--- config.mk ---
export PLATFORM = sky130hd
export DESIGN_NAME = adcc_top
export DESIGN_NICKNAME = d
export VERILOG_FILES = /design/src/hw/adcc_pkg.sv /design/src/hw/adcc_top.sv /design/src/hw/adcc_sar.sv
export VERILOG_INCLUDE_DIRS = /design/src /design/src/hw
export SDC_FILE = /design/constraint.sdc
export NUM_CORES = 1
export LEC_CHECK = 0
export BUFFER_PORTS_ARGS = -buffer_cell sky130_fd_sc_hd__buf_2
export CAP_MARGIN = 20
export CORE_MARGIN = 3
export CORE_UTILIZATION = 25
export DETAILED_ROUTE_END_ITERATION = 10
export PLACE_DENSITY_LB_ADDON = 0.2
export SYNTH_ARGS = -nofsm -noshare
export SYNTH_HDL_FRONTEND = slang
export SYNTH_SLANG_ARGS = --single-unit
--- constraint.sdc ---
create_clock -name aclk -period 2.6 [get_ports aclk]
set_clock_uncertainty 0.1 [all_clocks]
set_input_delay 0.13 -clock aclk [delete_from_list [all_inputs] [get_ports aclk]]
set_output_delay 0.13 -clock aclk [all_outputs]
set_load 0.02 [all_outputs]
--- src/hw/adcc_cfg.svh ---
/*
 holds the offsets, field positions, reset values and timing counts of the converter control block.
 assumes a 100 MHz aclk and a 12-bit AXI4-Lite byte address.
*/
`ifndef ADCC_CFG_SVH
`define ADCC_CFG_SVH

`define ADCC_IDX_CSR 10'h070
`define ADCC_IDX_RES_HIGH 10'h071
`define ADCC_IDX_RES_LOW 10'h072
`define ADCC_IDX_IRQ_STATUS 10'h073
`define ADCC_IDX_IRQ_MASK 10'h074
`define ADCC_IDX_AUX_STATUS 10'h075

`define ADCC_ADDR_CSR {`ADCC_IDX_CSR, 2'b00}
`define ADCC_ADDR_RES_HIGH {`ADCC_IDX_RES_HIGH, 2'b00}
`define ADCC_ADDR_RES_LOW {`ADCC_IDX_RES_LOW, 2'b00}
`define ADCC_ADDR_IRQ_STATUS {`ADCC_IDX_IRQ_STATUS, 2'b00}
`define ADCC_ADDR_IRQ_MASK {`ADCC_IDX_IRQ_MASK, 2'b00}
`define ADCC_ADDR_AUX_STATUS {`ADCC_IDX_AUX_STATUS, 2'b00}

`define ADCC_CSR_RESET 8'h00
`define ADCC_CSR_WR_MASK 8'h6f
`define ADCC_IRQ_RESET 2'h0
`define ADCC_IRQ_DONE 0
`define ADCC_IRQ_OVERRUN 1

`define ADCC_NUM_INPUTS 5'h10
`define ADCC_DIV_SLOW 2'h3
`define ADCC_DIV_FAST 2'h1
`define ADCC_SAR_MSB 4'h9
`define ADCC_SAR_FIRST 10'h200

`define ADCC_CLK_MHZ 100
`define ADCC_STAB_NS 1000
`define ADCC_STAB_CYC 12'((`ADCC_STAB_NS * `ADCC_CLK_MHZ + 999) / 1000)

`define ADCC_RESP_OKAY 2'h0
`define ADCC_RESP_SLVERR 2'h2

`endif

--- src/hw/adcc_pkg.sv ---
/*
 holds the types of the converter control block.
 assumes adcc_cfg.svh for the numeric constants.
*/
package adcc_pkg;
  typedef struct packed {
    logic done;
    logic speed;
    logic on;
    logic rsvd;
    logic [3:0] input_select;
  } adcc_csr_t;

  typedef struct packed {
    logic done;
    logic [9:0] value;
  } adcc_result_t;

  typedef enum logic [1:0] {
    ADCC_IDLE,
    ADCC_SAMPLE,
    ADCC_CONV
  } adcc_sar_state_t;
endpackage

--- src/hw/adcc_top.sv ---
/*
 holds the converter control block: AXI4-Lite registers, conversion clock divider, channel select,
 power, halt handling, sticky events and the interrupt output.
 assumes an external analog mux, sample/hold, trial DAC and comparator driven from these ports.
*/
`timescale 1ns/100ps
`include "adcc_cfg.svh"

module adcc_top (
  input wire logic aclk,
  input wire logic aresetn,
  input wire logic [11:0] s_axi_awaddr,
  input wire logic s_axi_awvalid,
  output logic s_axi_awready,
  input wire logic [31:0] s_axi_wdata,
  input wire logic [3:0] s_axi_wstrb,
  input wire logic s_axi_wvalid,
  output logic s_axi_wready,
  output logic [1:0] s_axi_bresp,
  output logic s_axi_bvalid,
  input wire logic s_axi_bready,
  input wire logic [11:0] s_axi_araddr,
  input wire logic s_axi_arvalid,
  output logic s_axi_arready,
  output logic [31:0] s_axi_rdata,
  output logic [1:0] s_axi_rresp,
  output logic s_axi_rvalid,
  input wire logic s_axi_rready,
  input wire logic wait_mode,
  input wire logic halt_mode,
  input wire logic cmp_in,
  output logic [3:0] input_select,
  output logic input_valid,
  output logic converter_power,
  output logic sample_hold,
  output logic [9:0] dac_code,
  output logic irq
);
  adcc_pkg::adcc_csr_t csr_r;
  adcc_pkg::adcc_result_t sar_res;
  logic [9:0] result_r;
  logic [1:0] irq_status_r;
  logic [1:0] irq_mask_r;
  logic [11:0] stab_cnt_r;
  logic [1:0] div_cnt_r;
  logic [1:0] div_end;
  logic tick;
  logic run;
  logic cmp_meta_r;
  logic cmp_sync_r;
  logic aw_hold_r;
  logic w_hold_r;
  logic [11:0] awaddr_r;
  logic [31:0] wdata_r;
  logic [3:0] wstrb_r;
  logic bvalid_r;
  logic [1:0] bresp_r;
  logic rvalid_r;
  logic [1:0] rresp_r;
  logic [31:0] rdata_r;
  logic do_write;
  logic do_read;
  logic csr_wr;
  logic sel_change;
  logic high_rd;
  logic done_clr;
  logic [31:0] rd_word;
  logic rd_hit;
  logic wr_hit;

  // comparator is analog, so it is a foreign-domain level
  always_ff @(posedge aclk) begin
    if (!aresetn) begin
      cmp_meta_r <= 1'b0;
      cmp_sync_r <= 1'b0;
    end else begin
      cmp_meta_r <= cmp_in;
      cmp_sync_r <= cmp_meta_r;
    end
  end

  assign s_axi_awready = !aw_hold_r && !bvalid_r;
  assign s_axi_wready = !w_hold_r && !bvalid_r;
  assign s_axi_bvalid = bvalid_r;
  assign s_axi_bresp = bresp_r;
  assign s_axi_arready = !rvalid_r;
  assign s_axi_rvalid = rvalid_r;
  assign s_axi_rresp = rresp_r;
  assign s_axi_rdata = rdata_r;
  assign do_write = aw_hold_r && w_hold_r && !bvalid_r;
  assign do_read = s_axi_arvalid && !rvalid_r;

  always_ff @(posedge aclk) begin
    if (!aresetn) begin
      aw_hold_r <= 1'b0;
      w_hold_r <= 1'b0;
      awaddr_r <= 12'h000;
      wdata_r <= 32'h0000_0000;
      wstrb_r <= 4'h0;
    end else begin
      if (s_axi_awvalid && s_axi_awready) begin
        aw_hold_r <= 1'b1;
        awaddr_r <= s_axi_awaddr;
      end else if (do_write) begin
        aw_hold_r <= 1'b0;
      end
      if (s_axi_wvalid && s_axi_wready) begin
        w_hold_r <= 1'b1;
        wdata_r <= s_axi_wdata;
        wstrb_r <= s_axi_wstrb;
      end else if (do_write) begin
        w_hold_r <= 1'b0;
      end
    end
  end

  always_comb begin
    case (awaddr_r)
      `ADCC_ADDR_CSR, `ADCC_ADDR_IRQ_STATUS, `ADCC_ADDR_IRQ_MASK: wr_hit = 1'b1;
      default: wr_hit = 1'b0;
    endcase
  end

  always_ff @(posedge aclk) begin
    if (!aresetn) begin
      bvalid_r <= 1'b0;
      bresp_r <= `ADCC_RESP_OKAY;
    end else if (do_write) begin
      bvalid_r <= 1'b1;
      bresp_r <= wr_hit ? `ADCC_RESP_OKAY : `ADCC_RESP_SLVERR;
    end else if (s_axi_bready) begin
      bvalid_r <= 1'b0;
    end
  end

  assign csr_wr = do_write && awaddr_r == `ADCC_ADDR_CSR && wstrb_r[0];
  assign sel_change = csr_wr && wdata_r[3:0] != csr_r.input_select;
  assign high_rd = do_read && s_axi_araddr == `ADCC_ADDR_RES_HIGH;
  assign done_clr = high_rd || csr_wr;

  // reserved bit is never stored, so it reads back zero whatever software writes
  always_ff @(posedge aclk) begin
    if (!aresetn) begin
      csr_r <= `ADCC_CSR_RESET;
    end else begin
      if (csr_wr) begin
        csr_r.speed <= wdata_r[6];
        csr_r.on <= wdata_r[5];
        csr_r.input_select <= wdata_r[3:0];
      end
      csr_r.rsvd <= 1'b0;
      // a completion in the clearing cycle wins
      if (sar_res.done) csr_r.done <= 1'b1;
      else if (done_clr || sel_change) csr_r.done <= 1'b0;
    end
  end

  // new result visible together with done; no shadow copy, so a late reader may mix two results
  always_ff @(posedge aclk) begin
    if (!aresetn) begin
      result_r <= 10'h000;
    end else if (sar_res.done) begin
      result_r <= sar_res.value;
    end
  end

  always_ff @(posedge aclk) begin
    if (!aresetn) begin
      stab_cnt_r <= 12'h000;
    end else if (halt_mode) begin
      stab_cnt_r <= `ADCC_STAB_CYC;
    end else if (stab_cnt_r != 12'h000) begin
      stab_cnt_r <= stab_cnt_r - 12'h001;
    end
  end

  // wait_mode is deliberately unused by the converter path
  assign run = csr_r.on && !halt_mode;
  assign converter_power = run;
  assign input_select = csr_r.input_select;
  assign input_valid = {1'b0, csr_r.input_select} < `ADCC_NUM_INPUTS;
  assign div_end = csr_r.speed ? `ADCC_DIV_FAST : `ADCC_DIV_SLOW;
  assign tick = run && div_cnt_r == div_end;

  always_ff @(posedge aclk) begin
    if (!aresetn) begin
      div_cnt_r <= 2'h0;
    end else if (!run || tick) begin
      div_cnt_r <= 2'h0;
    end else begin
      div_cnt_r <= div_cnt_r + 2'h1;
    end
  end

  adcc_sar u_sar (
    .aclk(aclk),
    .aresetn(aresetn),
    .tick(tick),
    .run(run),
    .restart(sel_change),
    .cmp_sync(cmp_sync_r),
    .dac_code(dac_code),
    .sample_hold(sample_hold),
    .result(sar_res)
  );

  // overrun: a result lands while the previous one was still flagged unread
  always_ff @(posedge aclk) begin
    if (!aresetn) begin
      irq_status_r <= `ADCC_IRQ_RESET;
      irq_mask_r <= `ADCC_IRQ_RESET;
    end else begin
      for (int i = 0; i < 2; i++) begin
        if ((i == `ADCC_IRQ_DONE && sar_res.done) || (i == `ADCC_IRQ_OVERRUN && sar_res.done && csr_r.done)) begin
          irq_status_r[i] <= 1'b1;
        end else if (do_write && awaddr_r == `ADCC_ADDR_IRQ_STATUS && wstrb_r[0] && wdata_r[i]) begin
          irq_status_r[i] <= 1'b0;
        end
      end
      if (do_write && awaddr_r == `ADCC_ADDR_IRQ_MASK && wstrb_r[0]) irq_mask_r <= wdata_r[1:0];
    end
  end

  assign irq = |(irq_status_r & irq_mask_r);

  always_comb begin
    rd_word = 32'h0000_0000;
    rd_hit = 1'b1;
    case (s_axi_araddr)
      `ADCC_ADDR_CSR: rd_word[7:0] = csr_r;
      `ADCC_ADDR_RES_HIGH: rd_word[7:0] = result_r[9:2];
      `ADCC_ADDR_RES_LOW: rd_word[7:0] = {6'h00, result_r[1:0]};
      `ADCC_ADDR_IRQ_STATUS: rd_word[1:0] = irq_status_r;
      `ADCC_ADDR_IRQ_MASK: rd_word[1:0] = irq_mask_r;
      `ADCC_ADDR_AUX_STATUS: rd_word[2:0] = {wait_mode, input_valid, stab_cnt_r != 12'h000};
      default: rd_hit = 1'b0;
    endcase
  end

  always_ff @(posedge aclk) begin
    if (!aresetn) begin
      rvalid_r <= 1'b0;
      rresp_r <= `ADCC_RESP_OKAY;
      rdata_r <= 32'h0000_0000;
    end else if (do_read) begin
      rvalid_r <= 1'b1;
      rresp_r <= rd_hit ? `ADCC_RESP_OKAY : `ADCC_RESP_SLVERR;
      rdata_r <= rd_word;
    end else if (s_axi_rready) begin
      rvalid_r <= 1'b0;
    end
  end
endmodule

--- src/hw/adcc_sar.sv ---
/*
 holds the successive-approximation sequencer: sample, then ten trial bits, then repeat.
 assumes a synchronised comparator level, high while the input is at or above dac_code.
*/
`timescale 1ns/100ps
`include "adcc_cfg.svh"

module adcc_sar (
  input wire logic aclk,
  input wire logic aresetn,
  input wire logic tick,
  input wire logic run,
  input wire logic restart,
  input wire logic cmp_sync,
  output logic [9:0] dac_code,
  output logic sample_hold,
  output adcc_pkg::adcc_result_t result
);
  adcc_pkg::adcc_sar_state_t state_r;
  logic [3:0] bit_r;
  logic phase_r;
  logic [9:0] trial_r;
  logic [9:0] onehot;
  logic [9:0] decided;
  logic last_step;

  assign onehot = 10'h001 << bit_r;
  // a low comparator drops the trial bit; all-high input ends at full scale
  assign decided = cmp_sync ? trial_r : (trial_r & ~onehot);
  assign last_step = (state_r == adcc_pkg::ADCC_CONV) && tick && phase_r && (bit_r == 4'h0);
  assign dac_code = trial_r;
  assign sample_hold = (state_r == adcc_pkg::ADCC_SAMPLE);

  always_ff @(posedge aclk) begin
    if (!aresetn) begin
      state_r <= adcc_pkg::ADCC_IDLE;
    end else if (!run || restart) begin
      state_r <= adcc_pkg::ADCC_IDLE;
    end else begin
      case (state_r)
        adcc_pkg::ADCC_IDLE: state_r <= adcc_pkg::ADCC_SAMPLE;
        adcc_pkg::ADCC_SAMPLE: if (tick) state_r <= adcc_pkg::ADCC_CONV;
        adcc_pkg::ADCC_CONV: if (last_step) state_r <= adcc_pkg::ADCC_SAMPLE;
        default: state_r <= adcc_pkg::ADCC_IDLE;
      endcase
    end
  end

  // two ticks per bit so the two-stage comparator sync sees the new trial
  always_ff @(posedge aclk) begin
    if (!aresetn) begin
      trial_r <= 10'h000;
      bit_r <= 4'h0;
      phase_r <= 1'b0;
    end else if (state_r == adcc_pkg::ADCC_SAMPLE && tick) begin
      trial_r <= `ADCC_SAR_FIRST;
      bit_r <= `ADCC_SAR_MSB;
      phase_r <= 1'b0;
    end else if (state_r == adcc_pkg::ADCC_CONV && tick) begin
      phase_r <= ~phase_r;
      if (phase_r && bit_r != 4'h0) begin
        trial_r <= decided | (onehot >> 1);
        bit_r <= bit_r - 4'h1;
      end
    end
  end

  always_ff @(posedge aclk) begin
    if (!aresetn) begin
      result <= '0;
    end else begin
      result.done <= last_step && run && !restart;
      if (last_step && run && !restart) result.value <= decided;
    end
  end
endmodule

==> reports/metrics.yaml <==
layout:
  layout.filler_cells: 1926
  multiInputGateArea_sq_um: 2410
  layout.area.seq_sq_um: 1960
  finish.utilization: 0.311
  syn2layout_area_growth_pct: 21.0
  layout.cells.non_filler: 861
  number_of_nets_in_the_layout: 703
  diodes: 0
  layout-drive-gt1-share: 0.169
placement:
  hpwlAfterDp_mm: 8.95
  place_ws_ns: 0.463
  io_buffer_count: 72
  place_congestion: 0.802
  placed_cells_incl_taps: 822
clock_network:
  clk_path_buf_depth: 2
  clk_latency_ns: 0.35
  tritoncts.num_buffers: 9
  clock_tree_from_tritoncts: "yes"
  cts_repair_resize_count: 0
  cts_root_buffer: "sky130_fd_sc_hd__clkbuf_16"
  cts_setup_buffers: 0
  clkSlewWorstSetupHoldPaths_ns: 0.07
  h-tree-depth: 3
  tritoncts_num_sinks: 98
worst_setup_path:
  worst-setup-path-type: "reg2reg"
  cp_data_required_time_ns: 2.78
  cp.buffers_inverters: 2
  setup.reg_to_reg.worst_slack_ns: 0.48
  regToRegEndpoint: "u_sar.result[8]"
  worst_ep_arrival_time_ns: 2.30
  crit_path_max_fanout: 11
  crit_chain: "inv_1 -> ha_1 -> nor3b_2 -> nand4_1 -> a31oi_1 -> buf_4 -> mux2i_1"
  start_kind: "flop"
  crit_slowest_cell: "sky130_fd_sc_hd__nor3b_2"
  timing.critical_path.slowest_cell_delay_ns: 0.37
  crit_path_end_kind: "flop"
  r2r_cells: 7
  family_of_cells_with_the_greatest_summed_delay_on_the_critical_path: "simple AND/OR/NAND/NOR gates"
  r2r-start: "u_sar.bit_r[0]"
global_routing:
  first_global_vias: 3822
  grt_first_pass_wirelength_mm: 19.3
  global_route.usage.met3: 0.0309
  groute.layer.met2.usage: 0.191
  global_route.peak_usage_layer: "met2"
  grtUsageMet1: 0.152
  track_usage: 0.118
  grt_antenna_before_repair: 0
  grt_start_max_net_pins: 33
  residual_overflow_from_global_routing: 0
pwr:
  vdd.ir_drop.worst_mv: 0.294
  power_density_nw_per_um2: 583
  cellLeakagePower_nw: 2.19
routing:
  avg_vias_per_cell: 4.61
  detail-route-antenna-nets: 0
  wl_per_cell_microns: 13.6
  routed_wirelength_mm: 11.7
  detailedRoute.firstPassIterationCount: 4
  route.detailed.drc: 0
  dr.first_iter.drc_count: 213
  dr_total_vias: 3968
timing:
  final-hold-violation-count: 0
  worst_slack_ns: 0.475
  max_clock_freq_mhz: 471
  timing.final.setup_violations: 0
  final.period_utilization: 0.817
  final-max-slew-violation-count: 0
  rsz0062_at_grt: "no"
  tightest_slew_ns: 0.637
  timing.slew.headroom: 0.575
  final_period_minus_worst_setup_slack_ns: 2.12
  setup_total_negative_slack_ns: 0
logic_synthesis:
  netlist_area_sq_um: 4660
  synth_edf_count: 0
  ys_warn_count: 0
  synth-main-ff-cell: "sky130_fd_sc_hd__dfxtp_1"
  ys_async_sr_fraction: 0
  post_synth.cell_area_avg_sq_um: 8.56
  yosys.area.top_type_share: 0.421
  netlist_instances: 544
  synth-seq-cells: 98
  synth_area_leader: "sky130_fd_sc_hd__dfxtp_1"
  yosys-top-cells-area: "sky130_fd_sc_hd__dfxtp_1 42%, sky130_fd_sc_hd__mux2i_1 6.7%, sky130_fd_sc_hd__nand2_1 6.0%"
  yosys.cell_types.count: 59
  ys_seq_area_frac: 0.421
floorplan:
  die_width_microns: 142
  initial_utilization: 0.257
  top_level_ports: 129
  placeableCoreArea_sq_um: 18100
  design.die.area_sq_um: 20300
  floorplan.die.height_microns: 142
  placementRows: 49
outcome:
  status: "complete, no violations"
hold_path:
  timing.hold.worst_endpoint: "s_axi_rresp[1]"
  hold_path_class: "in2reg"
  hold_start: "s_axi_araddr[3]"
  hold_depth: 3
flow_run:
  max_cap_viol_count: 0
cells by family (layout without fill, tap and decap cells):
kind of cell	count (synthesis)	in the layout	synth area share
compound gates	105	105	0.139
xor+xnor	11	11	0.0207
fa+ha+maj	6	6	0.0161
buf+inv	70	133	0.0817
flops	98	98	0.421
mux	33	33	0.0739
other cells	2	27	0.00161
simple gates	219	219	0.245
report_power, final:
| group | internal [W] | total [W] | switching [W] |
|---|---|---|---|
| clock network | 0.000684 | 0.00129 | 0.000609 |
| registers | 0.00155 | 0.00159 | 0.0000455 |
| logic | 0.000165 | 0.000397 | 0.000232 |
through the flow:
step	power, W	area (sq um)	hold slack, ns
finish	0.00328	5640	0.0223
global route	0.00344	5640	0.0307
CTS	0.00333	5640	0.0109
detailed placement	0.00200	5120	0.224
global placement	0.00199	5120	0.220
floorplan	0.00193	4750	0.129
flip-flops by register name (all words and copies together), names as in the netlist, 3 cells and up:
signal / cells
u_sar.result: 11
stab_cnt_r: 12
csr_r: 3
u_sar.bit_r: 4
result_r: 10
u_sar.dac_code: 10
input_select: 4
awaddr_r: 12
s_axi_rdata: 8
wdata_r: 6
cell usage in the layout, fill, tap and decap left out, types with 3 or more instances in the layout:
cell,netlist,final
sky130_fd_sc_hd__and3b_1,4,4
sky130_fd_sc_hd__buf_4,31,5
sky130_fd_sc_hd__conb_1,2,27
sky130_fd_sc_hd__or4_1,4,4
sky130_fd_sc_hd__nor2b_1,12,12
sky130_fd_sc_hd__nor2_1,42,42
sky130_fd_sc_hd__and4_1,3,3
sky130_fd_sc_hd__nand2b_1,5,5
sky130_fd_sc_hd__nor3_1,8,8
sky130_fd_sc_hd__dlygate4sd3_1,0,23
sky130_fd_sc_hd__and2_1,5,5
sky130_fd_sc_hd__nand4_1,7,7
sky130_fd_sc_hd__a31oi_1,4,4
sky130_fd_sc_hd__xnor2_1,9,9
sky130_fd_sc_hd__buf_2,1,72
sky130_fd_sc_hd__ha_1,6,6
sky130_fd_sc_hd__o31ai_1,5,5
sky130_fd_sc_hd__mux2i_1,31,31
sky130_fd_sc_hd__nor4_1,3,3
sky130_fd_sc_hd__nand3_1,20,20
sky130_fd_sc_hd__o21ai_0,21,21
sky130_fd_sc_hd__nor3b_1,5,5
sky130_fd_sc_hd__nand2_1,74,74
sky130_fd_sc_hd__nand3b_1,5,5
sky130_fd_sc_hd__nor4b_1,4,4
sky130_fd_sc_hd__a32o_1,5,5
sky130_fd_sc_hd__clkbuf_16,0,9
sky130_fd_sc_hd__clkinvlp_4,0,3
sky130_fd_sc_hd__a21oi_1,45,45
sky130_fd_sc_hd__o21a_1,5,5
sky130_fd_sc_hd__inv_1,16,16
sky130_fd_sc_hd__dfxtp_1,98,98
sky130_fd_sc_hd__or3_1,4,4
sky130_fd_sc_hd__a211oi_1,4,4
synthesized netlist by cell type (all sizes together), types with 2 or more instances:
cell type / instances
o21a: 5
xor2: 2
or3: 7
nor2: 42
nand2b: 5
clkbuf: 17
nor4bb: 2
a221oi: 2
or2: 2
a32o: 5
mux2i: 31
a21oi: 45
a211oi: 4
nand4: 7
nor2b: 12
nand2: 74
nand3: 20
buf: 36
a31oi: 4
a21o: 2
nor4: 5
and3b: 4
conb: 2
dfxtp: 98
o21ai: 21
and2: 5
ha: 6
inv: 17
and4: 3
nor3: 8
nor4b: 4
a22o: 2
o2bb2ai: 2
xnor2: 9
nor3b: 6
a41oi: 2
or4: 5
nand3b: 5
o31ai: 5
worst register-to-register path: cells and delay by family, from the launching register on:
family,cells,cell delay (ns)
mux,1,0.21
fa+ha+maj,1,0.32
flops,1,0.36
simple gates,2,0.53
buf+inv,2,0.37
compound gates,1,0.18
cell type report:
type,instances,area share
repair buffers,100,0.111
flip-flops and latches,98,0.348
clock inverters,6,0.00866
inverters,17,0.0113
clock buffers,10,0.0424
well taps,229,0.0508
multi-input cells,401,0.427
routing by layer:
layer  wire length (microns)  part of all wire
met3                     682             0.058
met2                    5300              0.45
met1                    5500              0.47
met5                       0                 0
met4                     190             0.016
what timing repair did:
| action | in CTS | in global routing |
|---|---|---|
| hold buffers | 23 | 0 |
| setup endpoints to repair | 0 | 0 |
| endpoints found under the hold margin | 22 | 0 |
worst max path at each step:
stage	startpoint	endpoint	slack, ns	cells after the start
floorplan	u_sar.bit_r[0]	u_sar.result[1]	0.66	7
global placement	u_sar.bit_r[0]	u_sar.result[4]	0.52	7
detailed placement	u_sar.bit_r[0]	u_sar.result[3]	0.46	7
CTS	u_sar.bit_r[0]	u_sar.result[6]	0.43	7
global route	awaddr_r[7]	irq_status_r[1]	0.18	4
finish	u_sar.bit_r[0]	u_sar.result[8]	0.48	7
Note: power is estimated with default switching activity, not from simulation.
